===== src/core/regulator_power_regs.svh =====
// Purpose: constants for the regulator and memory power control register
// Assumes: 8-bit special-function register bus, 250 MHz system clock
// Notes: definitions only
`ifndef REGULATOR_POWER_REGS_SVH
`define REGULATOR_POWER_REGS_SVH

// ********************************
// register address and reset
// ********************************
`define REG_PWR_CTRL_ADDR 8'hC9
`define REG_PWR_CTRL_RESET 8'h00

// ********************************
// field positions
// ********************************
`define FLD_MEM_PWR_EN 0
`define FLD_CORE_LP_SEL 1
`define FLD_RSVD_LO 2
`define FLD_STOP_SHUTDOWN 3
`define FLD_INPUT_LP_SEL 4
`define FLD_RSVD_HI 5
`define FLD_BUS_POWER 6
`define FLD_INPUT_DISABLE 7

// ********************************
// timing
// ********************************
`define MAX_SKIP_CLOCKS 20
`define SKIP_CNT_W 5

`endif

===== src/core/regulator_power_pkg.sv =====
// Purpose: types for the regulator and memory power control block
// Assumes: nothing beyond the register header
// Notes: types only
package regulator_power_pkg;

  // ********************************
  // register image
  // ********************************
  typedef struct packed {
    logic input_reg_disable;
    logic bus_power_status;
    logic rsvd_hi;
    logic input_reg_low_power_sel;
    logic stop_regulator_shutdown;
    logic rsvd_lo;
    logic core_reg_low_power_sel;
    logic memory_power_ctrl_enable;
  } regulator_power_control_s;

  // ********************************
  // regulator controls to analog side
  // ********************************
  typedef struct packed {
    logic input_reg_off;
    logic input_reg_lp;
    logic core_reg_lp;
    logic core_reg_off;
  } regulator_ctrl_s;

  // ********************************
  // memory power states
  // ********************************
  typedef enum logic [1:0] {
    MEM_ON,
    MEM_GATED,
    MEM_WAKE
  } mem_pwr_state_e;

endpackage


===== src/core/mem_power_gate.sv =====
// Purpose: program memory power gating with wake stall
// Assumes: fetch request is known one cycle ahead of the read
// Notes: stall lasts until stable, at most the skip limit
`timescale 1ns/100ps
`include "regulator_power_regs.svh"

module mem_power_gate (
  // clock and reset
  input wire logic i_clock,
  input wire logic i_reset,
  // control
  input wire logic i_gate_enable,
  input wire logic i_fetch_req,
  input wire logic i_clock_fast,
  input wire logic i_mem_stable,
  // status
  output logic o_mem_power_on,
  output logic o_fetch_stall
);

  // ********************************
  // state and skip counter
  // ********************************
  regulator_power_pkg::mem_pwr_state_e state_q;
  regulator_power_pkg::mem_pwr_state_e state_d;
  logic [`SKIP_CNT_W-1:0] skip_q;
  logic [`SKIP_CNT_W-1:0] skip_d;
  logic fast_q;
  logic slow_to_fast;
  logic skip_done;

  assign slow_to_fast = i_clock_fast & ~fast_q;
  assign skip_done = i_mem_stable |
    (skip_q == `SKIP_CNT_W'(`MAX_SKIP_CLOCKS - 1));

  always_comb begin
    state_d = state_q;
    skip_d = skip_q;
    unique case (state_q)
      regulator_power_pkg::MEM_ON: begin
        if (i_gate_enable && slow_to_fast) begin
          state_d = regulator_power_pkg::MEM_WAKE;
          skip_d = '0;
        end else if (i_gate_enable && !i_fetch_req) begin
          state_d = regulator_power_pkg::MEM_GATED;
        end
      end
      regulator_power_pkg::MEM_GATED: begin
        if (!i_gate_enable || i_fetch_req) begin
          state_d = regulator_power_pkg::MEM_ON;
        end
        if (i_gate_enable && slow_to_fast) begin
          state_d = regulator_power_pkg::MEM_WAKE;
          skip_d = '0;
        end
      end
      regulator_power_pkg::MEM_WAKE: begin
        skip_d = skip_q + `SKIP_CNT_W'(1);
        if (skip_done || !i_gate_enable) begin
          state_d = regulator_power_pkg::MEM_ON;
        end
      end
      default: state_d = regulator_power_pkg::MEM_ON;
    endcase
  end

  always_ff @(posedge i_clock) begin
    if (i_reset) begin
      state_q <= regulator_power_pkg::MEM_ON;
      skip_q <= '0;
      fast_q <= 1'b0;
    end else begin
      state_q <= state_d;
      skip_q <= skip_d;
      fast_q <= i_clock_fast;
    end
  end

  // ********************************
  // outputs
  // ********************************
  always_ff @(posedge i_clock) begin
    if (i_reset) begin
      o_mem_power_on <= 1'b1;
      o_fetch_stall <= 1'b0;
    end else begin
      o_mem_power_on <= (state_d != regulator_power_pkg::MEM_GATED);
      o_fetch_stall <= (state_d == regulator_power_pkg::MEM_WAKE);
    end
  end

endmodule // mem_power_gate


===== src/core/regulator_power_ctrl.sv =====
// Purpose: regulator and program memory power control register
// Assumes: special-function register bus, one clock, synchronous reset
// Notes: register read data is registered one cycle after the read strobe
`timescale 1ns/100ps
`include "regulator_power_regs.svh"

// Function
// - stop shutdown clear: core regulator stays on in stop, resets still work
// - stop shutdown set: core regulator off in stop, only pin or power reset
// - bit 1 selects core regulator normal or low-power mode
// - memory power enable gates program memory off between fetches
// - enable clear keeps memory on; set switches it per access
// - memory power enable ignored while prefetch engine runs
// - slow-to-fast clock change may skip up to 20 clocks
// - bit 7 disables the input regulator when set
// - bit 6 reads bus power sense level, read only
// - bit 4 puts input regulator into low-power suspend mode
module regulator_power_ctrl (
  // clock and reset
  input wire logic i_clock,
  input wire logic i_reset,
  // special-function register bus
  input wire logic [7:0] i_sfr_addr,
  input wire logic i_sfr_wr,
  input wire logic i_sfr_rd,
  input wire logic [7:0] i_sfr_wdata,
  output logic [7:0] o_sfr_rdata,
  // system status
  input wire logic i_bus_power_sense,
  input wire logic i_stop_mode,
  input wire logic i_prefetch_enable,
  input wire logic i_fetch_req,
  input wire logic i_clock_fast,
  input wire logic i_mem_stable,
  // power controls
  output regulator_power_pkg::regulator_ctrl_s o_reg_ctrl,
  output logic o_reset_sources_live,
  output logic o_mem_power_on,
  output logic o_fetch_stall
);

  // ********************************
  // register storage
  // ********************************
  regulator_power_pkg::regulator_power_control_s ctrl_q;
  regulator_power_pkg::regulator_power_control_s ctrl_d;
  regulator_power_pkg::regulator_power_control_s rd_image;
  regulator_power_pkg::regulator_ctrl_s reg_ctrl_d;
  logic bus_power_q;
  logic addr_hit;
  logic wr_hit;
  logic rd_hit;
  logic gate_enable;
  logic core_off;

  assign addr_hit = (i_sfr_addr == `REG_PWR_CTRL_ADDR);
  assign wr_hit = addr_hit & i_sfr_wr;
  assign rd_hit = addr_hit & i_sfr_rd;

  // writable bits; bit 6 is status only
  always_comb begin
    ctrl_d = ctrl_q;
    if (wr_hit) begin
      ctrl_d = i_sfr_wdata;
      ctrl_d.bus_power_status = 1'b0;
    end
  end

  always_ff @(posedge i_clock) begin
    if (i_reset) begin
      ctrl_q <= `REG_PWR_CTRL_RESET;
      bus_power_q <= 1'b0;
    end else begin
      ctrl_q <= ctrl_d;
      bus_power_q <= i_bus_power_sense;
    end
  end

  // ********************************
  // register read
  // ********************************
  always_comb begin
    rd_image = ctrl_q;
    rd_image.bus_power_status = bus_power_q;
  end

  always_ff @(posedge i_clock) begin
    if (i_reset) begin
      o_sfr_rdata <= 8'h00;
    end else if (rd_hit) begin
      o_sfr_rdata <= rd_image;
    end
  end

  // ********************************
  // regulator controls
  // ********************************
  assign core_off = i_stop_mode & ctrl_q.stop_regulator_shutdown;

  always_comb begin
    reg_ctrl_d.input_reg_off = ctrl_q.input_reg_disable;
    reg_ctrl_d.input_reg_lp = ctrl_q.input_reg_low_power_sel;
    // no interlock against disabled input regulator
    reg_ctrl_d.core_reg_lp = ctrl_q.core_reg_low_power_sel;
    reg_ctrl_d.core_reg_off = core_off;
  end

  always_ff @(posedge i_clock) begin
    if (i_reset) begin
      o_reg_ctrl <= '0;
      o_reset_sources_live <= 1'b1;
    end else begin
      o_reg_ctrl <= reg_ctrl_d;
      o_reset_sources_live <= ~core_off;
    end
  end

  // ********************************
  // program memory power
  // ********************************
  assign gate_enable = ctrl_q.memory_power_ctrl_enable &
    ~i_prefetch_enable;

  mem_power_gate u_mem_power_gate (
    .i_clock(i_clock),
    .i_reset(i_reset),
    .i_gate_enable(gate_enable),
    .i_fetch_req(i_fetch_req),
    .i_clock_fast(i_clock_fast),
    .i_mem_stable(i_mem_stable),
    .o_mem_power_on(o_mem_power_on),
    .o_fetch_stall(o_fetch_stall)
  );

endmodule // regulator_power_ctrl


===== config.mk =====
export PLATFORM = sky130hd
export DESIGN_NAME = regulator_power_ctrl
export DESIGN_NICKNAME = d
export VERILOG_FILES = /design/src/core/regulator_power_pkg.sv /design/src/core/mem_power_gate.sv /design/src/core/regulator_power_ctrl.sv
export VERILOG_INCLUDE_DIRS = /design/src /design/src/core
export SDC_FILE = /design/constraint.sdc
export NUM_CORES = 1
export LEC_CHECK = 0
export BUFFER_PORTS_ARGS = -buffer_cell sky130_fd_sc_hd__buf_2
export CAP_MARGIN = 20
export CORE_AREA = 2 2 61 57
export DETAILED_ROUTE_END_ITERATION = 7
export DIE_AREA = 0 0 63 59
export MAX_ROUTING_LAYER = met4
export PLACE_DENSITY = 0.83
export SLEW_MARGIN = 25
export SYNTH_ARGS = -nofsm -noshare
export SYNTH_HDL_FRONTEND = slang
export SYNTH_SLANG_ARGS = --single-unit

===== constraint.sdc =====
create_clock -name i_clock -period 1.3 [get_ports i_clock]
set_input_delay 0.13 -clock i_clock [delete_from_list [all_inputs] [get_ports i_clock]]
set_output_delay 0.13 -clock i_clock [all_outputs]
set_load 0.005 [all_outputs]

==> summary.md, run 1 <==
| Metric | Value |
|---|---|
| Status | finished, final reports clean |
| Initial DRC Count | 32 |
| Num rows | 19 |
| Slew @ Worst Pin | 0.336 ns |
| Worst-case reg-to-reg path depth | 4 |
| Hold crit path type | in2reg |
| Final Setup Violations | 0 |
| Critical Path Max Stage Delay | 0.37 ns |
| Final core utilization | 52.9% |
| Ys async rst share | 0% |
| Synth area leaders | dfxtp_1, a31o_1, a31o_2 |
| Clock-pin slew on the worst setup and hold paths | 0.09 ns |
| RSZ-0062 raised after global routing | false |
| Syn Inst Count | 127 |
| CTS tree | done |
| Post-synth EDFFs | 0 |
| Clock power share | 30.9% |
| Die Y-Extent | 59 um |
| Stages on worst setup path | 4 |
| CTS Buf Count | 5 |
| Crit path arrival time | 1.48 ns |
| Post-CTS Setup Bufs | 0 |
| Leak | 0.674 nW |
| Clock root cell | clkbuf_4 |
| Final hold violations | 0 |
| Gr ovfl total | 0 |
| Die area | 0.00372 mm2 |
| Hold Path Cell Cnt | 2 |
| Avg Cell Area, Syn | 10.2 um2 |
| Detailed Routing Iterations Pass 1 | 6 |
| CTS Buffer Depth | 2 |
| Worst skew pair latency | 0.32 ns |
| Via count | 1145 |
| Total GRT Usage | 17.8% |
| Vias in the first global route | 1087 |
| Core ar. | 0.00302 mm2 |
| Largest net degree at the start of global routing | 13 |
| DR WL/cell | 13.6 um |
| Comb power frac | 6.8% |
| CP startpoint kind | flop |
| CP Class | reg2reg |
| Vias/cell | 5.43 |
| Htree depth | 2 |
| I/O pin count | 41 |
| WHS | 0.0237 ns |
| Post-synthesis sequential area ratio | 47.8% |
| Final Critical Period | 1.23 ns |
| Skew final | 0.00774 ns |
| Post-Syn Nets | 154 |
| WP buf/inv | 0 |
| # diodes | 0 |
| Pwr/cell area | 958 mW/mm2 |
| Critical-path top delay cell | dfxtp_1 |
| Remaining DRCs | 0 |
| Synth Flop Type | dfxtp_1 |
| Commonest non-fill, non-tap cell in the layout | buf_2 |
| Fmax | 0.812 GHz |
| Internal Power | 1.19 mW |
| Area delta synth->final | 22.9% |
| Max VDD drop | 0.648 mV |
| Max-slew headroom | 77.5% |
| PortBufs | 39 |
| Net Sw Power | 338 uW |
| WP data required | 1.54 ns |
| Max-slew violation count | 0 |
| Top-area cell type share of the netlist area | 47.8% |
| CTS sink count | 31 |
| # fillers | 289 |
| Maximum fanout along the worst path | 4 |
| CP Cell Sequence | ha_2, nand3_1, or3_1, a31oi_1 |
| Ys Warns | 0 |
| Layout cells sized above 1 | 38.5% |
| Synth cell types | 33 |
| Synthesized flop and latch total | 31 |
| Crit end category | flop |
| Die X | 63 um |
| Share of power burned in registers | 62.3% |
| Final ANT Viol Nets | 0 |
| Initial antenna violation count | 0 |
| Most frequent cells in the layout | buf_2, dfxtp_1, nand2b_1, a31oi_1 |
| Max cap viols | 0 |
| Fin Setup TNS | 0 ns |
| Hpwl dp | 2.22 mm |
| Net Sw Frac | 22.1% |
| First-pass GRT wire length | 4.86 mm |
| Post-Route WL | 2.88 mm |
| Starting Density | 43.0% |
| Cell taking the most area after synthesis | dfxtp_1 |
| RePlAce Congestion | 0.795 |
| Final Cycle Share | 94.7% |
| Cell Area, Synth | 0.00130 mm2 |
| Nets | 197 |
| Delay-heaviest family, CP | simple AND/OR/NAND/NOR gates |
==> cells by family (layout without fill, tap and decap cells) <==
kind of cell | count (synthesis) | after routing | share of synthesized area (%)
and+or+nand+nor | 41 | 41 | 23.0
AOI/OAI and AO/OA | 37 | 37 | 21.2
DFF | 31 | 31 | 47.8
buffers and inverters | 17 | 59 | 7.03
adders and majority gates | 1 | 1 | 0.963
==> routing by layer <==
| layer | global-route usage [%] | up-vias | routed length (um) |
|---|---|---|---|
| met5 | - | - | 0 |
| met2 | 31.3 | 45 | 1460 |
| met1 | 18.7 | 529 | 1170 |
| met3 | 6.65 | 6 | 216 |
| li1 | - | 565 | - |
| met4 | 5.71 | 0 | 31 |
==> power by group through the flow <==
stage / clock network (mW) / registers, mW / logic [mW]
after floorplan: 0 / 0.976 / 0.0468
after global placement: 0 / 0.976 / 0.0951
after detailed placement: 0 / 0.976 / 0.100
after CTS: 0.495 / 0.954 / 0.103
after global routing: 0.550 / 0.955 / 0.114
final: 0.473 / 0.954 / 0.104
==> metrics by stage <==
step                instances  setup slack (ns)  total power [mW]  area, um2
finish                    211            0.0683              1.53       1600
global route              211            0.0143              1.62       1600
CTS                       211            0.0183              1.55       1580
detailed placement        204            0.0185              1.08       1530
global placement          204            0.0830              1.07       1530
floorplan                 127             0.116              1.02       1300
==> flip-flops by register name, indices dropped and copies added (netlist names) <==
name	count
o_reset_sources_live	1
bus_power_q	1
u_mem_power_gate.state_q	2
u_mem_power_gate.fast_q	1
u_mem_power_gate.skip_q	5
o_sfr_rdata	8
o_reg_ctrl	4
u_mem_power_gate.o_fetch_stall	1
ctrl_q	7
u_mem_power_gate.o_mem_power_on	1
==> cells in the mapped netlist (2+ instances only) <==
master	count
a31o_2	7
and4bb_1	2
o21a_1	3
dfxtp_1	31
nand3_1	5
nand4bb_1	2
nand2b_1	9
a31oi_1	9
buf_2	4
or3_1	2
a31o_1	7
buf_6	3
nor2b_1	4
a21oi_1	3
nor4_1	8
o211ai_1	3
clkbuf_1	3
inv_1	6
o31ai_1	2
==> path summary, 6_finish.rpt <==
check	startpoint	end	slack [ns]
worst max register to register	u_mem_power_gate.skip_q[1]$_SDFFE_PP0P_	u_mem_power_gate.skip_q[4]$_SDFFE_PP0P_	0.07
worst max-delay path	u_mem_power_gate.skip_q[1]$_SDFFE_PP0P_	u_mem_power_gate.skip_q[4]$_SDFFE_PP0P_	0.07
worst min-delay path	i_stop_mode	o_reset_sources_live$_SDFF_PP1_	0.02
worst min register to register	ctrl_q[3]$_SDFFE_PP0P_	o_reset_sources_live$_SDFF_PP1_	0.43
==> final cells by class <==
type / instances / area, um2 / share of cell area (%)
timing repair buffer: 46 / 250 / 15.7
multi-input combinational: 79 / 604 / 37.9
sequential: 31 / 622 / 38.9
inverter: 7 / 26.3 / 1.65
tap: 42 / 52.6 / 3.29
clock buffer: 6 / 41.3 / 2.59
==> timing repair <==
action,4_1_cts,5_1_grt
resized for setup,0,5
hold endpoints to repair,1,0
setup endpoints to repair,0,5
hold buffers,1,0
No activity file was read; power rests on OpenSTA's default activity.
==> run 2: changes to the inputs <==
Settings changed: CORE_AREA 2 2 61 57 to 2 2 58 60, DIE_AREA 0 0 63 59 to 0 0 60 62.
==> run 2 against run 1 <==
Net effect:
- register-to-register slack barely moved
- count of clock-buffer cells in the layout rose by 2
- first-iteration DRC count rose by 110%
- cell count rose by 5.2%
- worst hold slack got worse by 0.011 ns
- maximum frequency rose by 1.1%
- die area barely moved
- critical path depth did not move
- flip-flop and latch count did not move
==> summary.md, run 2 (synthesized netlist as in run 1, its figures left out) <==
| Metric | Value |
|---|---|
| Status | finished, final reports clean (unchanged) |
| CTS Buf Count | 5 (unchanged) |
| Max-slew headroom | 76.9% (was 77.5%) |
| Post-Route WL | 2.75 mm (was 2.88 mm) |
| Final ANT Viol Nets | 0 (unchanged) |
| Worst setup margin | 0.0812 ns (was 0.0683 ns) |
| Layout cells sized above 1 | 38.6% (was 38.5%) |
| DP Worst Slack | 0.0563 ns (was 0.0185 ns) |
| Largest net degree at the start of global routing | 12 (was 13) |
| Crit end category | flop (unchanged) |
| Final Setup Violations | 0 (unchanged) |
| Hold crit path type | in2reg (unchanged) |
| Pwr/cell area | 1020 mW/mm2 (was 958 mW/mm2) |
| Nets | 202 (was 197) |
| Max reg flops | 8 (unchanged) |
| Initial antenna violation count | 0 (unchanged) |
| Max VDD drop | 0.687 mV (was 0.648 mV) |
| PortBufs | 39 (unchanged) |
| Pwr Total | 1.71 mW (was 1.53 mW) |
| I/O pin count | 41 (unchanged) |
| CP Class | reg2reg (unchanged) |
| Design area | 0.00167 mm2 (was 0.00160 mm2) |
| Crit path arrival time | 1.48 ns (about the same) |
| Skew final | 0.00436 ns (was 0.00774 ns) |
| Htree depth | 2 (unchanged) |
| Fin Setup TNS | 0 ns (unchanged) |
| Hpwl dp | 2.04 mm (was 2.22 mm) |
| Vias in the first global route | 1073 (was 1087) |
| Maximum fanout along the worst path | 4 (unchanged) |
| Leak | 0.711 nW (was 0.674 nW) |
| WP data required | 1.56 ns (was 1.54 ns) |
| Final core utilization | 52.5% (was 52.9%) |
| Die Y-Extent | 62 um (was 59 um) |
| CTS sink count | 31 (unchanged) |
| Starting Density | 40.9% (was 43.0%) |
| Remaining DRCs | 0 (unchanged) |
| Inst Count DP | 210 (was 204) |
| Largest Register | o_sfr_rdata (unchanged) |
| Gr ovfl total | 0 (unchanged) |
| Final Cycle Share | 93.8% (was 94.7%) |
| Top Registers | o_sfr_rdata x8, ctrl_q x7, u_mem_power_gate.skip_q x5 (unchanged) |
| CTS tree | done (unchanged) |
| Final Critical Period | 1.22 ns (was 1.23 ns) |
| # diodes | 0 (unchanged) |
| RSZ-0062 raised after global routing | false (unchanged) |
| Post-DP Area | 0.00155 mm2 (was 0.00153 mm2) |
| RePlAce Congestion | 0.880 (was 0.795) |
| Post-CTS Setup Bufs | 0 (unchanged) |
| Most frequent cells in the layout | buf_2, dfxtp_1, nand2b_1, a31oi_1 (unchanged) |
| Die X | 60 um (was 63 um) |
| Die area | 0.00372 mm2 (about the same) |
| Detailed Routing Iterations Pass 1 | 4 (was 6) |
| Clock root cell | clkbuf_4 (unchanged) |
| CP startpoint kind | flop (unchanged) |
| Area delta synth->final | 28.4% (was 22.9%) |
| Final std cells w/o fill | 222 (was 211) |
| Vias/cell | 5.13 (was 5.43) |
| DR WL/cell | 12.4 um (was 13.6 um) |
| First-pass GRT wire length | 4.49 mm (was 4.86 mm) |
| Num rows | 21 (was 19) |
| Fmax | 0.820 GHz (was 0.812 GHz) |
| CTS Buffer Depth | 2 (unchanged) |
| Max cap viols | 0 (unchanged) |
| Slew @ Worst Pin | 0.343 ns (was 0.336 ns) |
| Total GRT Usage | 17.0% (was 17.8%) |
| Commonest non-fill, non-tap cell in the layout | buf_2 (unchanged) |
| Max-slew violation count | 0 (unchanged) |
| Initial DRC Count | 68 (was 32) |
| Worst skew pair latency | 0.33 ns (was 0.32 ns) |
| Clock-pin slew on the worst setup and hold paths | 0.09 ns (about the same) |
| WHS | 0.0127 ns (was 0.0237 ns) |
| Via count | 1139 (was 1145) |
| Final hold violations | 0 (unchanged) |
| Core ar. | 0.00318 mm2 (was 0.00302 mm2) |
[run 2: where the power goes]
| group | internal, mW | total [mW] | switching [mW] |
|---|---|---|---|
| registers | 0.952 | 0.954 | 0.00158 |
| logic | 0.0572 | 0.113 | 0.0555 |
| clock network | 0.318 | 0.641 | 0.323 |
| total | 1.33 | 1.71 | 0.380 |
[run 2: layer usage]
metal | vias up | track usage [%] | wire length, um
met5 | - | - | 0
met4 | 0 | 6.67 | 36
met3 | 4 | 6.63 | 172
met2 | 38 | 27.5 | 1340
met1 | 521 | 19.1 | 1200
li1 | 576 | - | -
[run 2: timing repair]
action,CTS,global route
hold buffers,4,0
endpoints found under the setup margin,0,7
endpoints found under the hold margin,5,0
gates resized for setup,0,4
[run 2: final timing paths]
kind                                                   to  cells past startpoint  slack (ns)                               startpoint
setup / recovery  u_mem_power_gate.skip_q[4]$_SDFFE_PP0P_                      4        0.08  u_mem_power_gate.skip_q[1]$_SDFFE_PP0P_
hold / removal                     bus_power_q$_SDFF_PP0_                      2        0.01                        i_bus_power_sense
setup reg to reg  u_mem_power_gate.skip_q[4]$_SDFFE_PP0P_                      4        0.08  u_mem_power_gate.skip_q[1]$_SDFFE_PP0P_
hold reg to reg           o_reset_sources_live$_SDFF_PP1_                      1        0.44                   ctrl_q[3]$_SDFFE_PP0P_
[run 2: area by class of cell]
class	count	area, um2
well taps	46	57.6
multi-input cells	79	598
clock buffers	8	68.8
repair buffers	51	295
inverters	7	26.3
fillers	298	1510
flip-flops and latches	31	622
[run 2: critical path, cell delays in order (launching register included)]
cell and delay, ns:
dfxtp_1 0.37, ha_2 0.21, nand3_1 0.10, or3_1 0.36, a31oi_1 0.12
